`src/pkg/mgp_pkg.sv`:
```
// Constants for the multiplexed GPIO port block
package mgp_pkg;

  localparam int NPORT = 8;
  localparam int PW    = 8;

  // Port slots, one byte lane of state each
  localparam int P3  = 0;
  localparam int P4  = 1;
  localparam int P5  = 2;
  localparam int P6  = 3;
  localparam int P7  = 4;
  localparam int P12 = 5;
  localparam int P13 = 6;
  localparam int P14 = 7;

  // Register map: port slot in addr[6:4], field in addr[3:2]
  localparam logic [7:0] OFS_EDGE  = 8'h80;
  localparam logic [1:0] FLD_DATA  = 2'h0;
  localparam logic [1:0] FLD_DIR   = 2'h1;
  localparam logic [1:0] FLD_PULL  = 2'h2;
  localparam logic [1:0] FLD_MODE  = 2'h3;

  // Reset values; direction 1 means input
  localparam logic [7:0]  RST_LATCH = 8'h00;
  localparam logic [7:0]  RST_DIR   = 8'hFF;
  localparam logic [7:0]  RST_PULL  = 8'h00;
  localparam logic [7:0]  RST_MODE  = 8'h00;
  localparam logic [15:0] RST_EDGE  = 16'h0000;

  // Edge select per interrupt, two bits each
  localparam int EDGE_RISE = 0;
  localparam int EDGE_FALL = 1;

  localparam logic [1:0] RESP_OK     = 2'b00;
  localparam logic [1:0] RESP_SLVERR = 2'b10;

  // Implemented bits of each port
  localparam logic [7:0] BIT_MASK [NPORT] =
    '{8'h0F, 8'h0F, 8'h0F, 8'h0F, 8'hFF, 8'h01, 8'h01, 8'h03};
  localparam logic [7:0] DIR_MASK [NPORT] =
    '{8'h0F, 8'h0F, 8'h0F, 8'h0F, 8'hFF, 8'h01, 8'h00, 8'h03};
  localparam logic [7:0] PULL_MASK [NPORT] =
    '{8'h0F, 8'h0F, 8'h0F, 8'h00, 8'hFF, 8'h01, 8'h00, 8'h03};
  localparam logic [7:0] MODE_MASK [NPORT] =
    '{8'h0F, 8'h00, 8'h00, 8'h00, 8'hFF, 8'h01, 8'h00, 8'h03};
  // Bits whose alternate function can drive the pin
  localparam logic [7:0] ALT_OUT_MASK [NPORT] =
    '{8'h08, 8'h00, 8'h00, 8'h00, 8'h00, 8'h00, 8'h00, 8'h03};

  // External interrupt sources; entry 5 lives elsewhere
  localparam logic [7:0] IRQ_USED = 8'hDF;
  localparam int IRQ_PORT [8] = '{P12, P3, P3, P3, P3, P3, P14, P14};
  localparam int IRQ_BIT  [8] = '{0, 0, 1, 2, 3, 3, 0, 1};

  localparam int TMR_BIT = 3;
  localparam int CLK_BIT = 0;
  localparam int BUZ_BIT = 1;

endpackage

```
`src/hdl/mgp_top.sv`:
```
// Multiplexed GPIO ports with Avalon-MM register access
//
// Summary of operation
// - Plain four-bit ports: per-bit direction
// - Per-pin software pull-up enable where offered
// - Open-drain port drives low only, no pull-up
// - Key port bits select I/O or key input
// - Single-pin port: I/O or interrupt zero
// - Interrupt inputs detect rising, falling or both
// - Output-only pin always drives its latch
// - Two-pin port: I/O, interrupt, clock, buzzer
// - Last interrupt-port pin carries timer clock, output
// - Reset input is active low
`timescale 1ns/1ps
module mgp_top
  import mgp_pkg::*;
(
  input  wire logic        CLK_SYS,
  input  wire logic        RST_B,
  input  wire logic [7:0]  AVS_ADDRESS,
  input  wire logic        AVS_READ,
  input  wire logic        AVS_WRITE,
  input  wire logic [31:0] AVS_WRITEDATA,
  input  wire logic [3:0]  AVS_BYTEENABLE,
  output logic      [31:0] AVS_READDATA,
  output logic             AVS_WAITREQUEST,
  output logic      [1:0]  AVS_RESPONSE,
  input  wire logic [3:0]  P3_IN,
  output logic      [3:0]  P3_OUT,
  output logic      [3:0]  P3_OE,
  output logic      [3:0]  P3_PULLUP,
  input  wire logic [3:0]  P4_IN,
  output logic      [3:0]  P4_OUT,
  output logic      [3:0]  P4_OE,
  output logic      [3:0]  P4_PULLUP,
  input  wire logic [3:0]  P5_IN,
  output logic      [3:0]  P5_OUT,
  output logic      [3:0]  P5_OE,
  output logic      [3:0]  P5_PULLUP,
  input  wire logic [3:0]  P6_IN,
  output logic      [3:0]  P6_OUT,
  output logic      [3:0]  P6_OE,
  input  wire logic [7:0]  P7_IN,
  output logic      [7:0]  P7_OUT,
  output logic      [7:0]  P7_OE,
  output logic      [7:0]  P7_PULLUP,
  input  wire logic        P12_IN,
  output logic             P12_OUT,
  output logic             P12_OE,
  output logic             P12_PULLUP,
  output logic             OUTPUT_ONLY_PIN,
  input  wire logic [1:0]  P14_IN,
  output logic      [1:0]  P14_OUT,
  output logic      [1:0]  P14_OE,
  output logic      [1:0]  P14_PULLUP,
  input  wire logic        TIMER_B_OUT,
  input  wire logic        CLOCK_OUT_SRC,
  input  wire logic        BUZZER_SRC,
  output logic             TIMER_B_COUNT_IN,
  output logic      [7:0]  KEY_IRQ_INPUTS,
  output logic      [7:0]  EXT_IRQ
);

  logic [63:0] pin_raw;
  logic [63:0] sync1;
  logic [63:0] sync2;
  logic [63:0] sync3;
  logic [63:0] filt;
  logic [63:0] filt_d;
  logic [7:0]  latch    [NPORT];
  logic [7:0]  dir      [NPORT];
  logic [7:0]  pull     [NPORT];
  logic [7:0]  mode     [NPORT];
  logic [7:0]  alt_src  [NPORT];
  logic [7:0]  alt_en   [NPORT];
  logic [7:0]  func_in  [NPORT];
  logic [7:0]  pin_out  [NPORT];
  logic [7:0]  pin_oe   [NPORT];
  logic [7:0]  pin_pu   [NPORT];
  logic [7:0]  rd_byte  [NPORT];
  logic [15:0] edge_cfg;
  logic        wreq;
  logic        wr_fire;
  logic [31:0] next_rdata;

  // Address decode shared by read and write paths
  function automatic logic addr_hit(input logic [7:0] a);
    addr_hit = ((a[7] == 1'b0) && (a[1:0] == 2'b00)) || (a == OFS_EDGE);
  endfunction

  // Gather pins into one flat vector, slot p at bits p*8
  always_comb
  begin
    pin_raw = '0;
    pin_raw[P3*PW +: 4]  = P3_IN;
    pin_raw[P4*PW +: 4]  = P4_IN;
    pin_raw[P5*PW +: 4]  = P5_IN;
    pin_raw[P6*PW +: 4]  = P6_IN;
    pin_raw[P7*PW +: 8]  = P7_IN;
    pin_raw[P12*PW]      = P12_IN;
    pin_raw[P14*PW +: 2] = P14_IN;
  end

  // Three-stage sync; level accepted once stages two and three agree
  always_ff @(posedge CLK_SYS)
  begin
    if (!RST_B)
    begin
      sync1  <= '0;
      sync2  <= '0;
      sync3  <= '0;
      filt   <= '0;
      filt_d <= '0;
    end
    else
    begin
      sync1  <= pin_raw;
      sync2  <= sync1;
      sync3  <= sync2;
      filt   <= (~(sync2 ^ sync3) & sync3) | ((sync2 ^ sync3) & filt);
      filt_d <= filt;
    end
  end

  // Bus slave: one wait cycle, then answer for exactly one cycle
  assign wr_fire = AVS_WRITE & ~wreq;

  always_comb
  begin
    next_rdata = '0;
    if (AVS_ADDRESS == OFS_EDGE)
      next_rdata[15:0] = edge_cfg;
    else
      next_rdata[7:0] = rd_byte[AVS_ADDRESS[6:4]];
  end

  always_ff @(posedge CLK_SYS)
  begin
    if (!RST_B)
    begin
      wreq         <= 1'b1;
      AVS_READDATA <= '0;
      AVS_RESPONSE <= RESP_OK;
    end
    else if ((AVS_READ | AVS_WRITE) & wreq)
    begin
      wreq         <= 1'b0;
      AVS_READDATA <= addr_hit(AVS_ADDRESS) ? next_rdata : '0;
      AVS_RESPONSE <= addr_hit(AVS_ADDRESS) ? RESP_OK : RESP_SLVERR;
    end
    else
      wreq <= 1'b1;
  end

  assign AVS_WAITREQUEST = wreq;

  // Edge select for all interrupt inputs
  always_ff @(posedge CLK_SYS)
  begin
    if (!RST_B)
      edge_cfg <= RST_EDGE;
    else if (wr_fire && AVS_ADDRESS == OFS_EDGE)
    begin
      if (AVS_BYTEENABLE[0])
        edge_cfg[7:0] <= AVS_WRITEDATA[7:0];
      if (AVS_BYTEENABLE[1])
        edge_cfg[15:8] <= AVS_WRITEDATA[15:8];
    end
  end

  // Alternate output sources feeding the pins
  always_comb
  begin
    for (int i = 0; i < NPORT; i++)
      alt_src[i] = '0;
    alt_src[P3][TMR_BIT]  = TIMER_B_OUT;
    alt_src[P14][CLK_BIT] = CLOCK_OUT_SRC;
    alt_src[P14][BUZ_BIT] = BUZZER_SRC;
  end

  for (genvar p = 0; p < NPORT; p++)
  begin : g_port
    logic sel;
    assign sel = wr_fire && addr_hit(AVS_ADDRESS) && !AVS_ADDRESS[7] &&
                 AVS_ADDRESS[6:4] == 3'(p) && AVS_BYTEENABLE[0];

    // Latch, direction, pull-up and mode per port
    always_ff @(posedge CLK_SYS)
    begin
      if (!RST_B)
      begin
        latch[p] <= RST_LATCH;
        dir[p]   <= RST_DIR & DIR_MASK[p];
        pull[p]  <= RST_PULL;
        mode[p]  <= RST_MODE;
      end
      else if (sel)
      begin
        case (AVS_ADDRESS[3:2])
          FLD_DATA: latch[p] <= AVS_WRITEDATA[7:0] & BIT_MASK[p];
          FLD_DIR:  dir[p]   <= AVS_WRITEDATA[7:0] & DIR_MASK[p];
          FLD_PULL: pull[p]  <= AVS_WRITEDATA[7:0] & PULL_MASK[p];
          FLD_MODE: mode[p]  <= AVS_WRITEDATA[7:0] & MODE_MASK[p];
          default:  latch[p] <= latch[p];
        endcase
      end
    end

    // Output pins latch, input pins return the filtered level
    always_comb
    begin
      case (AVS_ADDRESS[3:2])
        FLD_DATA: rd_byte[p] = (latch[p] & ~dir[p]) |
                               (filt[p*PW +: PW] & dir[p]);
        FLD_DIR:  rd_byte[p] = dir[p];
        FLD_PULL: rd_byte[p] = pull[p];
        default:  rd_byte[p] = mode[p];
      endcase
    end

    // Alternate outputs only in output direction; others force input
    assign alt_en[p]  = mode[p] & ALT_OUT_MASK[p] & ~dir[p];
    assign func_in[p] = mode[p] & ~alt_en[p];

    // Registered pin drive
    always_ff @(posedge CLK_SYS)
    begin
      if (!RST_B)
      begin
        pin_out[p] <= '0;
        pin_oe[p]  <= (p == P13) ? BIT_MASK[p] : 8'h00;
        pin_pu[p]  <= '0;
      end
      else if (p == P6)
      begin
        // Never drives high; the line floats up externally
        pin_out[p] <= '0;
        pin_oe[p]  <= ~dir[p] & ~latch[p] & BIT_MASK[p];
        pin_pu[p]  <= '0;
      end
      else if (p == P13)
      begin
        pin_out[p] <= latch[p];
        pin_oe[p]  <= BIT_MASK[p];
        pin_pu[p]  <= '0;
      end
      else
      begin
        pin_out[p] <= (alt_en[p] & alt_src[p]) |
                      (~alt_en[p] & latch[p]);
        pin_oe[p]  <= ~dir[p] & ~func_in[p] & BIT_MASK[p];
        // Pull-up only matters while the pin is not driven
        pin_pu[p]  <= pull[p] & (dir[p] | func_in[p]);
      end
    end
  end

  // Edge detectors for the external interrupt inputs
  for (genvar n = 0; n < 8; n++)
  begin : g_irq
    logic cur;
    logic prv;
    logic en;
    assign cur = filt[IRQ_PORT[n]*PW + IRQ_BIT[n]];
    assign prv = filt_d[IRQ_PORT[n]*PW + IRQ_BIT[n]];
    assign en  = IRQ_USED[n] & func_in[IRQ_PORT[n]][IRQ_BIT[n]];

    always_ff @(posedge CLK_SYS)
    begin
      if (!RST_B)
        EXT_IRQ[n] <= 1'b0;
      else
        EXT_IRQ[n] <= en &
          ((edge_cfg[2*n+EDGE_RISE] & cur & ~prv) |
           (edge_cfg[2*n+EDGE_FALL] & ~cur & prv));
    end
  end

  // Key and timer inputs handed to their consumers
  always_ff @(posedge CLK_SYS)
  begin
    if (!RST_B)
    begin
      KEY_IRQ_INPUTS   <= '0;
      TIMER_B_COUNT_IN <= 1'b0;
    end
    else
    begin
      KEY_IRQ_INPUTS   <= filt[P7*PW +: PW] & mode[P7];
      TIMER_B_COUNT_IN <= filt[P3*PW + TMR_BIT] &
                          func_in[P3][TMR_BIT];
    end
  end

  // Pin ports are slices of the drive flops
  assign P3_OUT          = pin_out[P3][3:0];
  assign P3_OE           = pin_oe[P3][3:0];
  assign P3_PULLUP       = pin_pu[P3][3:0];
  assign P4_OUT          = pin_out[P4][3:0];
  assign P4_OE           = pin_oe[P4][3:0];
  assign P4_PULLUP       = pin_pu[P4][3:0];
  assign P5_OUT          = pin_out[P5][3:0];
  assign P5_OE           = pin_oe[P5][3:0];
  assign P5_PULLUP       = pin_pu[P5][3:0];
  assign P6_OUT          = pin_out[P6][3:0];
  assign P6_OE           = pin_oe[P6][3:0];
  assign P7_OUT          = pin_out[P7];
  assign P7_OE           = pin_oe[P7];
  assign P7_PULLUP       = pin_pu[P7];
  assign P12_OUT         = pin_out[P12][0];
  assign P12_OE          = pin_oe[P12][0];
  assign P12_PULLUP      = pin_pu[P12][0];
  assign OUTPUT_ONLY_PIN = pin_out[P13][0];
  assign P14_OUT         = pin_out[P14][1:0];
  assign P14_OE          = pin_oe[P14][1:0];
  assign P14_PULLUP      = pin_pu[P14][1:0];
endmodule

```
`config.mk`:
```
export PLATFORM = sky130hd
export DESIGN_NAME = mgp_top
export DESIGN_NICKNAME = d
export VERILOG_FILES = /design/src/pkg/mgp_pkg.sv /design/src/hdl/mgp_top.sv
export SDC_FILE = /design/constraint.sdc
export NUM_CORES = 1
export LEC_CHECK = 0
export ABC_AREA = 1
export BUFFER_PORTS_ARGS = -buffer_cell sky130_fd_sc_hd__buf_2
export CORE_MARGIN = 8
export CORE_UTILIZATION = 60
export DETAILED_ROUTE_END_ITERATION = 10
export GPL_TIMING_DRIVEN = 0
export MAX_ROUTING_LAYER = met4
export PLACE_DENSITY_LB_ADDON = 0.25
export SLEW_MARGIN = 30
export SYNTH_ARGS = -nofsm -noshare
export SYNTH_HDL_FRONTEND = slang
export SYNTH_SLANG_ARGS = --single-unit
```
`constraint.sdc`:
```
create_clock -name CLK_SYS -period 5.8 [get_ports CLK_SYS]
set_input_delay 1.16 -clock CLK_SYS [delete_from_list [all_inputs] [get_ports CLK_SYS]]
set_output_delay 1.16 -clock CLK_SYS [all_outputs]
set_load 0.02 [all_outputs]
```
Word-level counts from Yosys, hierarchy flattened
Memory sizes are Yosys's and may differ from the RTL's.
Index checks and enable logic that the tools add are counted.
{"block": "totals", "reg_bits": 381, "latch_bits": 0, "mem_bits_rw": 448, "mem_bits_ro": 0, "in_bits": 78, "out_inout_bits": 130, "elab_cells": 435, "n_memories": 7}
{"memory": "dir", "depth": 8, "word_bits": 8, "read_ports": 8, "rd_clocked_by_memory_dff": 0, "wr": 8, "line": "mgp_top.sv:71", "source": "logic [7:0] dir [NPORT];"}
{"memory": "latch", "depth": 8, "word_bits": 8, "read_ports": 8, "rd_clocked_by_memory_dff": 0, "wr": 8, "line": "mgp_top.sv:70", "source": "logic [7:0] latch [NPORT];"}
{"memory": "mode", "depth": 8, "word_bits": 8, "read_ports": 8, "rd_clocked_by_memory_dff": 0, "wr": 8, "line": "mgp_top.sv:73", "source": "logic [7:0] mode [NPORT];"}
{"memory": "pin_oe", "depth": 8, "word_bits": 8, "read_ports": 7, "rd_clocked_by_memory_dff": 0, "wr": 8, "line": "mgp_top.sv:78", "source": "logic [7:0] pin_oe [NPORT];"}
{"memory": "pin_out", "depth": 8, "word_bits": 8, "read_ports": 8, "rd_clocked_by_memory_dff": 0, "wr": 8, "line": "mgp_top.sv:77", "source": "logic [7:0] pin_out [NPORT];"}
{"memory": "pin_pu", "depth": 8, "word_bits": 8, "read_ports": 6, "rd_clocked_by_memory_dff": 0, "wr": 8, "line": "mgp_top.sv:79", "source": "logic [7:0] pin_pu [NPORT];"}
{"memory": "+1 memories"}
{"block": "op_classes", "add_sub_neg": 0, "n_mul": 0, "div": 0, "n_lt_le_gt_ge": 1, "n_eq_ne": 11, "shift": 0, "mux": 174, "n_bitwise": 195, "reduce_logical": 27}
{"op": "$mux W8", "count": 60}
{"op": "$and A8 B8 Y8", "count": 28}
{"op": "$pmux W8 S3", "count": 8}
{"op": "$and A64 B64 Y64", "count": 2}
{"op": "$or A8 B8 Y8", "count": 16}
{"op": "$mux W1", "count": 103}
{"op": "$not A8 Y8", "count": 11}
{"op": "$not A64 Y64", "count": 1}
{"op": "$or A1 B1 Y1", "count": 64}
{"op": "$or A64 B64 Y64", "count": 1}
{"op": "$xor A64 B64 Y64", "count": 1}
{"op": "$and A1 B1 Y1", "count": 39}
{"op": "$bmux W8 S3", "count": 1}
{"op": "$logic_and A1 B1 Y1", "count": 20}
{"op": "$not A1 Y1", "count": 17}
{"op": "$and A4 B4 Y4", "count": 4}
{"op": "$mux W16", "count": 1}
{"op": "$not A4 Y4", "count": 4}
{"op": "$eq A3 B3 Y1 const B", "count": 4}
{"op": "$and A2 B8 Y8", "count": 1}
{"op": "$and A4 B8 Y8", "count": 1}
{"op": "$and A8 B2 Y8", "count": 1}
{"op": "$and A8 B4 Y8", "count": 1}
{"op": "$eq A8 B8 Y1 const B", "count": 1}
{"op": "other kinds (14)", "count": 18}

Logic depth before layout (Yosys ltp)
Gate-level depths: netlist of run 1.
{"block": "depth", "ltp_word": 11, "depth_mapped": 13, "mapped_depth_nobuf": 12}

Worst setup path before layout of run 1
OpenSTA, ideal clock, no wires.
{"block": "synth_timing", "path_kind": "in2reg", "from": "input port AVS_ADDRESS[1]", "to": "memory dir[4][0] (netlist: dir[1][0]), enable pin", "arrival_time_ns": 2.401, "slack_ns": 3.015, "cell_stages": 5, "n_path_buf": 0, "cell_sequence": "nor2_1 nand3_4 nor2_2 inv_2 o21ai_0"}
{"element": "start: declaration", "line": "mgp_top.sv:20", "source": "input wire logic [7:0] AVS_ADDRESS,"}
{"element": "end: declaration", "line": "mgp_top.sv:71"}

==> metrics.csv, run 1 <==
stage,metric,value,unit
power,p_leak,7.13,nW
clocking,cts_tree,built,
timing,min_period_over_period,52.7,%
setup_path,arrival,3.20,ns
power,powerDensity,328,nW/um^2
clocking,clkSlewWorstSetupHoldPaths,0.06,ns
global_routing,grt_max_degree,16,
timing,worst_slew_pin_slew,0.893,ns
clocking,clockBufferDepth,3,
flow_run,drv_cap,0,
cells_and_area,fin_cells,1947,
yosys,synthDistinctLibCells,38,
drt,drtPass1Iterations,5,
yosys,synthArstFlopShare,0,%
global_routing,antenna_found_initial,2,
drt,vias_per_cell,5.26,
clocking,cts_htree_levels,2,
cells_and_area,syn_to_final_growth,18.6,%
timing,relSlewSlack,40.1,%
timing,period_minus_slack,3.06,ns
cells_and_area,fillers,1578,
cells_and_area,post-route-util,72.5,%
placed_design,portBuffers,164,
clocking,numCtsBuffers,34,
timing,whs,0.410,ns
yosys,yosys.area.top_type_share,40.0,%
timing,rsz0062_at_grt,false,
timing,fmax,327,MHz
floorplan,io_pins,208,
drt,ant_nets,0,
cells_and_area,fin_nets,1729,
global_routing,grtUsageMet1,33.7,%
global_routing,grt_use_met3,6.85,%
setup_path,crit_top_cell,clkbuf_1,
timing,fin_skew,0.0175,ns
cells_and_area,drive_above_1_share,17.3,%
yosys,synth-seq-cells,332,
setup_path,cp-startpoint,RST_B,
global_routing,grt_pass1_vias,10200,
placed_design,gp_congestion,0.962,
placed_design,dpl.cell_count,1885,
setup_path,crit_path_max_incr_delay,0.60,ns
yosys,synth.area.top_cells,"dfxtp_1 40%, edfxtp_1 21%, nand2_1 10%",
worst_hold_path,whs_endpoint,sync2[19],
floorplan,die_y,160,um
setup_path,crit_path_top_delay_cell,clkbuf_1,
placed_design,place_hpwl,26200,um
yosys,synthCells,1430,
floorplan,die_area,25500,sq um
yosys,yosysTopAreaCell,dfxtp_1,
global_routing,grt_pass1_wl,55400,um
drt,vias,10300,
global_routing,grt_usage,28.7,%
yosys,ys_seq_area_share,60.6,%
timing,hold_violations,0,
drt,wl,36200,um
floorplan,rows,52,
setup_path,r2r-start,AVS_WAITREQUEST,
status,status,"finished, final reports clean",
yosys,syn_area,12400,sq um
timing,finalSetupTns,0,ns
setup_path,critPathLaunchType,input pin,
cells_and_area,final_area,14700,sq um
placed_design,placed_area,13600,sq um
global_routing,top_usage_layer,met2,
clocking,clock_latency,0.51,ns
drt,drc_errors,0,
worst_hold_path,min_path_type,flip-flop to flip-flop,
floorplan,initial_utilization,61.1,%
yosys,synth_ff_type,dfxtp_1,
floorplan,core_area,20200,sq um
worst_hold_path,hold_start,sync1[19],
setup_path,critPathMaxFanout,10,
clocking,clockRootBuffer,clkbuf_16,
power,irDropWorstVdd,0.000265,V
floorplan,die_x,160,um
clocking,hold_buffers,0,
drt,initialDrtViolationCount,1034,
setup_path,crit_required,5.94,ns
drt,wl_per_cell,18.6,um
yosys,synth-edff-count,85,
global_routing,gr-usage-met2,46.0,%
clocking,cts-resized-gates,0,
setup_path,cp_cell_sequence,clkbuf_1 -> buf_2 -> clkbuf_1 -> clkbuf_1 -> nand2_1,
setup_path,r2r-end,latch[0][11],
clocking,post_cts_buffers,0,
worst_hold_path,min_path_cells,2,
setup_path,endpoint_kind,flip-flop,
setup_path,rrSetupSlack,3.56,ns
yosys,syn_area_per_cell,8.65,sq um
yosys,yosysWarnings,0,
setup_path,r2r_cells,8,
clocking,clock_sinks,332,
timing,setup_viol,0,
timing,slew_violations,0,
setup_path,setup.worst_path.class,input pin to flip-flop,
global_routing,grt-ovfl-total,0,
## metrics by stage
stage | setup WS [ns] | total power [mW]
2_1_floorplan | 3.02 | 2.66
3_3_place_gp | 2.13 | 2.77
3_5_place_dp | 2.33 | 2.77
4_1_cts | 2.82 | 4.82
5_1_grt | 2.67 | 4.95
6_report | 2.74 | 4.82
## logic make-up after synthesis
group,after synthesis,synth area share (%)
and+or+nand+nor,591,19.9
other,1,0.0303
AOI/OAI and AO/OA,201,8.64
adders and majority gates,7,0.567
DFF,332,60.6
buffers and inverters,298,10.2
## power by group
| part | switching, mW | internal, mW | total [mW] |
|---|---|---|---|
| combinational | 0.210 | 0.0786 | 0.288 |
| clock | 0.885 | 1.20 | 2.08 |
| sequential | 0.0241 | 2.42 | 2.44 |
## state kept, by name (all words and copies together) (netlist names), named ones only
| register | flops |
|---|---|
| AVS_READDATA | 16 |
| AVS_RESPONSE | 1 |
| AVS_WAITREQUEST | 1 |
| EXT_IRQ | 7 |
| KEY_IRQ_INPUTS | 8 |
| TIMER_B_COUNT_IN | 1 |
| dir | 27 |
| edge_cfg | 16 |
| filt_d | 7 |
| latch | 28 |
| mode | 15 |
| pin_oe | 27 |
| pin_out | 24 |
| pin_pu | 23 |
| pull | 23 |
| sync1 | 27 |
| sync2 | 27 |
| sync3 | 27 |
## how the worst max path moves through the flow
| stage | slack, ns | end | cells after the start |
|---|---|---|---|
| finish | 2.74 | pull[1][1] | 5 |
| global route | 2.67 | pull[1][1] | 5 |
| CTS | 2.82 | pull[1][1] | 5 |
| detailed placement | 2.33 | pull[1][6] | 5 |
| global placement | 2.13 | dir[1][5] | 4 |
| floorplan | 3.02 | dir[1][0] | 5 |
## placed cells by master (no fill, tap or decap), types with 2 or more instances in the layout
| master | count |
|---|---|
| nand3_4 | 2 |
| clkbuf_16 | 35 |
| inv_1 | 213 |
| buf_4 | 26 |
| buf_1 | 8 |
| a21oi_1 | 77 |
| clkinv_2 | 4 |
| buf_2 | 170 |
| conb_1 | 22 |
| or2_2 | 3 |
| buf_6 | 5 |
| nor2_2 | 8 |
| clkinv_1 | 3 |
| diode_2 | 2 |
| inv_6 | 2 |
| inv_4 | 3 |
| dfxtp_1 | 247 |
| nor2_4 | 6 |
| nand2_1 | 343 |
| nor2_1 | 164 |
| nor3_1 | 20 |
| nand4_1 | 6 |
| nand3_1 | 32 |
| o211ai_1 | 12 |
| maj3_1 | 7 |
| a211oi_1 | 3 |
| clkbuf_8 | 3 |
| o21ai_1 | 19 |
| clkbuf_1 | 35 |
| edfxtp_1 | 85 |
| o21ai_0 | 82 |
| inv_2 | 11 |
| a2111oi_0 | 3 |
| nand2_4 | 2 |
| o21bai_1 | 2 |
## layer usage
layer  share of wire (%)  routed length [um]  vias up
met4                 4.8                1730        0
met3                  10                3660      107
met2                  47               16900      540
li1                    -                   -     4865
met1                  38               13900     4738
met5                   0                   0        -
## critical path: cells and delay by family
| kind | cells | cell delay (ns) |
|---|---|---|
| simple gates | 1 | 0.44 |
| buf+inv | 4 | 1.58 |
## synthesized netlist by cell type (7+ instances only)
cell	instances
nand2_1	343
dfxtp_1	247
inv_1	213
nor2_1	164
edfxtp_1	85
o21ai_0	83
a21oi_1	77
nand3_1	32
clkbuf_1	27
buf_4	26
nor3_1	20
o21ai_1	18
o211ai_1	12
inv_2	11
buf_1	8
nor2_2	8
maj3_1	7
## final cells by class
| class | instances | area (sq um) | share of cell area, % |
|---|---|---|---|
| Sequential cell | 332 | 7500 | 51.1 |
| Multi-Input combinational cell | 821 | 3680 | 25.1 |
| Clock buffer | 46 | 947 | 6.46 |
| Inverter | 225 | 847 | 5.78 |
| Timing Repair Buffer | 164 | 821 | 5.60 |
| Buffer | 73 | 418 | 2.85 |
| Tap cell | 270 | 338 | 2.30 |
| Clock inverter | 14 | 108 | 0.734 |
| Antenna cell | 2 | 5.00 | 0.0341 |
Power figures use the tool's default switching activity.
==> inputs of run 2 (changes only) <==
CORE_UTILIZATION = 50   (was 60)
clock period = 2.67 ns   (was 5.8 ns; I/O delays follow)
==> run 2 against run 1 <==
Compared with the run above: worst setup slack worse by 2.6 ns; combinational power is 120% higher; clock power is 120% higher; first-iteration DRC count is 13% lower; die area is 18% higher; total power is 120% higher; largest cell class unchanged.
==> metrics.csv, run 2 (same netlist as run 1, synthesis figures left out) <==
stage,metric,value,unit
drt,wl_per_cell,17.8,um
clocking,clock_sinks,332,
drt,initialDrtViolationCount,901,
setup_path,r2r_cells,6,
global_routing,grt_pass1_wl,54600,um
status,status,"finished, final reports clean",
floorplan,rows,57,
timing,worst_slew_pin_slew,0.894,ns
floorplan,die_x,173,um
setup_path,setup.worst_path.class,input pin to flip-flop,
global_routing,grt-ovfl-total,0,
power,irDropWorstVdd,0.000454,V
cells_and_area,mostFrequentLayoutCells,"343 x nand2_1, 247 x dfxtp_1, 213 x inv_1",
drt,drtPass1Iterations,6,
drt,drc_errors,0,
power,p_leak,7.14,nW
worst_hold_path,min_path_type,input pin to flip-flop,
timing,hold_violations,0,
placed_design,dpl.cell_count,1939,
setup_path,crit_top_cell,clkbuf_1,
floorplan,die_area,30000,sq um
setup_path,cpLargestDelayFamily,buffers and inverters,
drt,wl,35800,um
setup_path,rrSetupSlack,0.52,ns
timing,min_period_over_period,95.3,%
global_routing,grt_usage,23.9,%
timing,fmax,393,MHz
clocking,clockRootBuffer,clkbuf_16,
global_routing,antenna_found_initial,4,
clocking,clockBufferDepth,3,
setup_path,critPathMaxFanout,10,
cells_and_area,syn_to_final_growth,19.4,%
placed_design,gp_congestion,0.967,
power,powerDensity,712,nW/um^2
drt,vias_per_cell,5.06,
timing,fin_skew,0.0198,ns
setup_path,critPathLaunchType,input pin,
global_routing,grt_max_degree,15,
clocking,cts-resized-gates,0,
power,power.total,10.5,mW
timing,rsz0062_at_grt,false,
setup_path,arrival,2.70,ns
clocking,clock_latency,0.53,ns
clocking,clkSlewWorstSetupHoldPaths,0.06,ns
placed_design,placed_area,13700,sq um
floorplan,core_area,24300,sq um
cells_and_area,final_area,14800,sq um
timing,finalSetupTns,0,ns
setup_path,cp_cell_sequence,clkbuf_1 -> buf_2 -> clkbuf_1 -> clkbuf_1 -> nand2_1,
clocking,numCtsBuffers,34,
timing,period_minus_slack,2.55,ns
floorplan,io_pins,208,
cells_and_area,fin_cells,2005,
clocking,hold_buffers,0,
setup_path,endpoint_kind,flip-flop,
worst_hold_path,whs_endpoint,sync1[36],
placed_design,place_hpwl,26200,um
cells_and_area,largest_register_ffs,28,
setup_path,timing.critical_path.buf_inv,4,
cells_and_area,fin_nets,1729,
worst_hold_path,min_path_cells,3,
floorplan,initial_utilization,50.8,%
setup_path,crit_path_top_delay_cell,clkbuf_1,
setup_path,crit_required,2.83,ns
setup_path,crit_path_max_incr_delay,0.58,ns
setup_path,worst-path-stages,5,
cells_and_area,final_common_cell,nand2_1,
clocking,post_cts_buffers,0,
clocking,cts_htree_levels,2,
drt,ant_nets,0,
timing,slew_violations,0,
cells_and_area,drive_above_1_share,17.5,%
cells_and_area,post-route-util,60.7,%
floorplan,die_y,173,um
flow_run,drv_cap,0,
placed_design,portBuffers,164,
clocking,cts_tree,built,
cells_and_area,regMostFlops,latch,
setup_path,r2r-end,dir[1][1],
timing,setup_viol,0,
worst_hold_path,hold_start,P7_IN[4],
drt,vias,10100,
setup_path,r2r-start,AVS_WAITREQUEST,
timing,relSlewSlack,40.0,%
global_routing,grt_pass1_vias,9901,
[run 2: per-layer routing]
| metal | routed length [um] | vias to the layer above | GRT usage (%) |
|---|---|---|---|
| met5 | 0 | - | - |
| met4 | 1590 | 0 | 10.4 |
| met2 | 16300 | 487 | 37.6 |
| met1 | 14300 | 4687 | 29.0 |
| met3 | 3500 | 89 | 5.75 |
| li1 | - | 4877 | - |
[run 2: metrics by stage]
stage / worst slack [ns] / hold slack (ns)
CTS: 0.226 / 0.181
global placement: -0.462 / 0.393
global route: 0.0759 / 0.186
detailed placement: -0.294 / 0.397
finish: 0.125 / 0.195
floorplan: 0.511 / 0.390
[run 2: how the worst max path moves through the flow]
stage	start	to
6_report	RST_B	pull[1][0]
3_5_place_dp	RST_B	mode[1][6]
4_1_cts	RST_B	mode[1][2]
3_3_place_gp	RST_B	dir[1][4]
2_1_floorplan	AVS_ADDRESS[1]	dir[1][0]
5_1_grt	RST_B	pull[1][0]
[run 2: worst min-delay path, cell delays in order]
cell,delay [ns]
buf_2,0.07
nand2_1,0.04
inv_1,0.04
[run 2: area by class of cell]
cell class	count	area (sq um)
multi-input cells	821	3680
diodes	4	10.0
inverters	225	847
clock inverters	15	126
plain buffers	73	418
well taps	324	405
fillers	2174	9550
clock buffers	47	960
repair buffers	164	821
flip-flops and latches	332	7500
[run 2: report_power, final]
group	switching, mW	internal (mW)	total, mW	leakage, nW
Sequential	0.0492	5.26	5.31	2.79
Clock	1.95	2.64	4.59	0.529
Combinational	0.452	0.171	0.623	3.82
Total	2.46	8.07	10.5	7.14
==> inputs of run 3 (changes only) <==
CORE_UTILIZATION = 35   (was 50)
CTS_CLUSTER_DIAMETER = 60   (was not set)
==> run 3 against run 2 <==
Compared with the run above: die area increased by 39%; via count decreased by 3.1%; sequential power about the same; sequential share of layout area decreased by 1.3 points; core utilization decreased by 18 points; non-clock buffer count unchanged; clock-buffer cell count increased by 10; fmax increased by 2.1%; critical endpoint is now mode[1][5]; largest cell class unchanged; largest power group is now clock.
==> metrics.csv, run 3 (same netlist as run 1, synthesis figures left out) <==
stage,metric,value,unit
floorplan,die_x,204,um
setup_path,critPathLaunchType,input pin,
timing,period_minus_slack,2.49,ns
cells_and_area,regMostFlops,latch,
timing,fmax,401,MHz
setup_path,rrSetupSlack,0.57,ns
clocking,clock_sinks,332,
clocking,cts-resized-gates,0,
setup_path,crit_required,2.81,ns
timing,relSlewSlack,36.9,%
clocking,clock_latency,0.51,ns
placed_design,place_hpwl,29100,um
power,p_leak,7.25,nW
placed_design,portBuffers,164,
timing,slew_violations,0,
cells_and_area,syn_to_final_growth,22.5,%
setup_path,endpoint_kind,flip-flop,
worst_hold_path,min_path_type,input pin to flip-flop,
status,status,"finished, final reports clean",
cells_and_area,seqCellArea,7500,sq um
setup_path,arrival,2.63,ns
floorplan,die_y,204,um
clocking,cts_htree_levels,2,
timing,worst_slack,0.176,ns
timing,setup_viol,0,
clocking,clockRootBuffer,clkbuf_16,
timing,min_period_over_period,93.4,%
clocking,hold_buffers,0,
clocking,clockBufferDepth,3,
timing,worst_slew_pin_slew,0.946,ns
cells_and_area,largest_register_ffs,28,
cells_and_area,post-route-util,43.0,%
global_routing,grt-ovfl-total,0,
clocking,post_cts_buffers,0,
placed_design,gp_congestion,0.913,
drt,drc_errors,0,
cells_and_area,fin_nets,1733,
cells_and_area,mostFrequentLayoutCells,"343 x nand2_1, 247 x dfxtp_1, 213 x inv_1",
floorplan,die_area,41600,sq um
cells_and_area,fillers,3598,
floorplan,initial_utilization,35.1,%
floorplan,core_area,35200,sq um
timing,hold_violations,0,
drt,wl,38600,um
cells_and_area,multi_input_area,3680,sq um
placed_design,dpl.cell_count,2076,
cells_and_area,final_common_cell,nand2_1,
drt,drtPass1Iterations,7,
floorplan,io_pins,208,
clocking,clkSlewWorstSetupHoldPaths,0.06,ns
global_routing,antenna_found_initial,2,
placed_design,pre_cts_slack,-0.290,ns
timing,rsz0062_at_grt,false,
timing,finalSetupTns,0,ns
drt,vias_per_cell,4.58,
global_routing,grt_pass1_vias,9889,
power,powerDensity,743,nW/um^2
global_routing,grt_max_degree,15,
drt,vias,9821,
flow_run,drv_cap,0,
global_routing,grt_pass1_wl,57800,um
clocking,numCtsBuffers,38,
timing,fin_skew,0.0107,ns
drt,initialDrtViolationCount,796,
floorplan,rows,69,
drt,ant_nets,0,
placed_design,placed_area,13800,sq um
timing,whs,0.202,ns
global_routing,grt_usage,18.8,%
cells_and_area,final_area,15100,sq um
power,irDropWorstVdd,0.000428,V
cells_and_area,fin_cells,2145,
setup_path,critPathMaxFanout,10,
cells_and_area,drive_above_1_share,17.8,%
power,power.total,11.3,mW
clocking,cts_tree,built,
setup_path,setup.worst_path.class,input pin to flip-flop,
drt,wl_per_cell,18.0,um
[run 3: cell types whose count changed in the layout (fill, tap and decap cells not counted)]
cell,previous run,this run
clkbuf_16,34,41
clkinv_2,4,3
diode_2,4,1
clkinv_4,0,1
clkbuf_8,6,7
clkbuf_1,34,36
clkinvlp_4,3,1
bufinv_16,1,3
clkinv_8,1,0
inv_4,3,2
inv_8,0,1
inv_6,2,1
clkinv_1,2,0
[run 3: worst paths after layout]
check,from,end,cells past startpoint
worst max-delay path,RST_B,mode[1][5],5
worst min-delay path,P7_IN[2],sync1[34],3
worst max register to register,AVS_WAITREQUEST,dir[1][4],6
worst min register to register,sync1[40],sync2[40],2
[run 3: layer usage]
metal / wire, um / part of all wire [%] / global-route usage [%] / vias to the layer above
li1: - / - / - / 4877
met4: 1120 / 2.9 / 6.22 / 0
met3: 2940 / 7.6 / 4.03 / 70
met2: 17800 / 46 / 30.3 / 332
met1: 16700 / 43 / 23.4 / 4542
met5: 0 / 0 / - / -
[run 3: cell type report]
cell class,count,area share (%)
clock buffer,57,7.63
clock inverter,11,0.975
inverter,225,5.59
tap,461,3.81
buffer,73,2.76
multi-input combinational,821,24.3
timing repair buffer,164,5.42
antenna,1,0.0165
sequential,332,49.5
[run 3: critical path: stages]
cell and delay, ns:
clkbuf_1 0.20, buf_2 0.35, clkbuf_1 0.48, clkbuf_1 0.57
nand2_1 0.48
[run 3: power by group]
part / leakage [nW] / total, mW / internal (mW) / switching, mW
logic: 3.82 / 0.632 / 0.171 / 0.461
registers: 2.79 / 5.31 / 5.26 / 0.0494
clock network: 0.640 / 5.32 / 3.30 / 2.02
total: 7.25 / 11.3 / 8.73 / 2.53
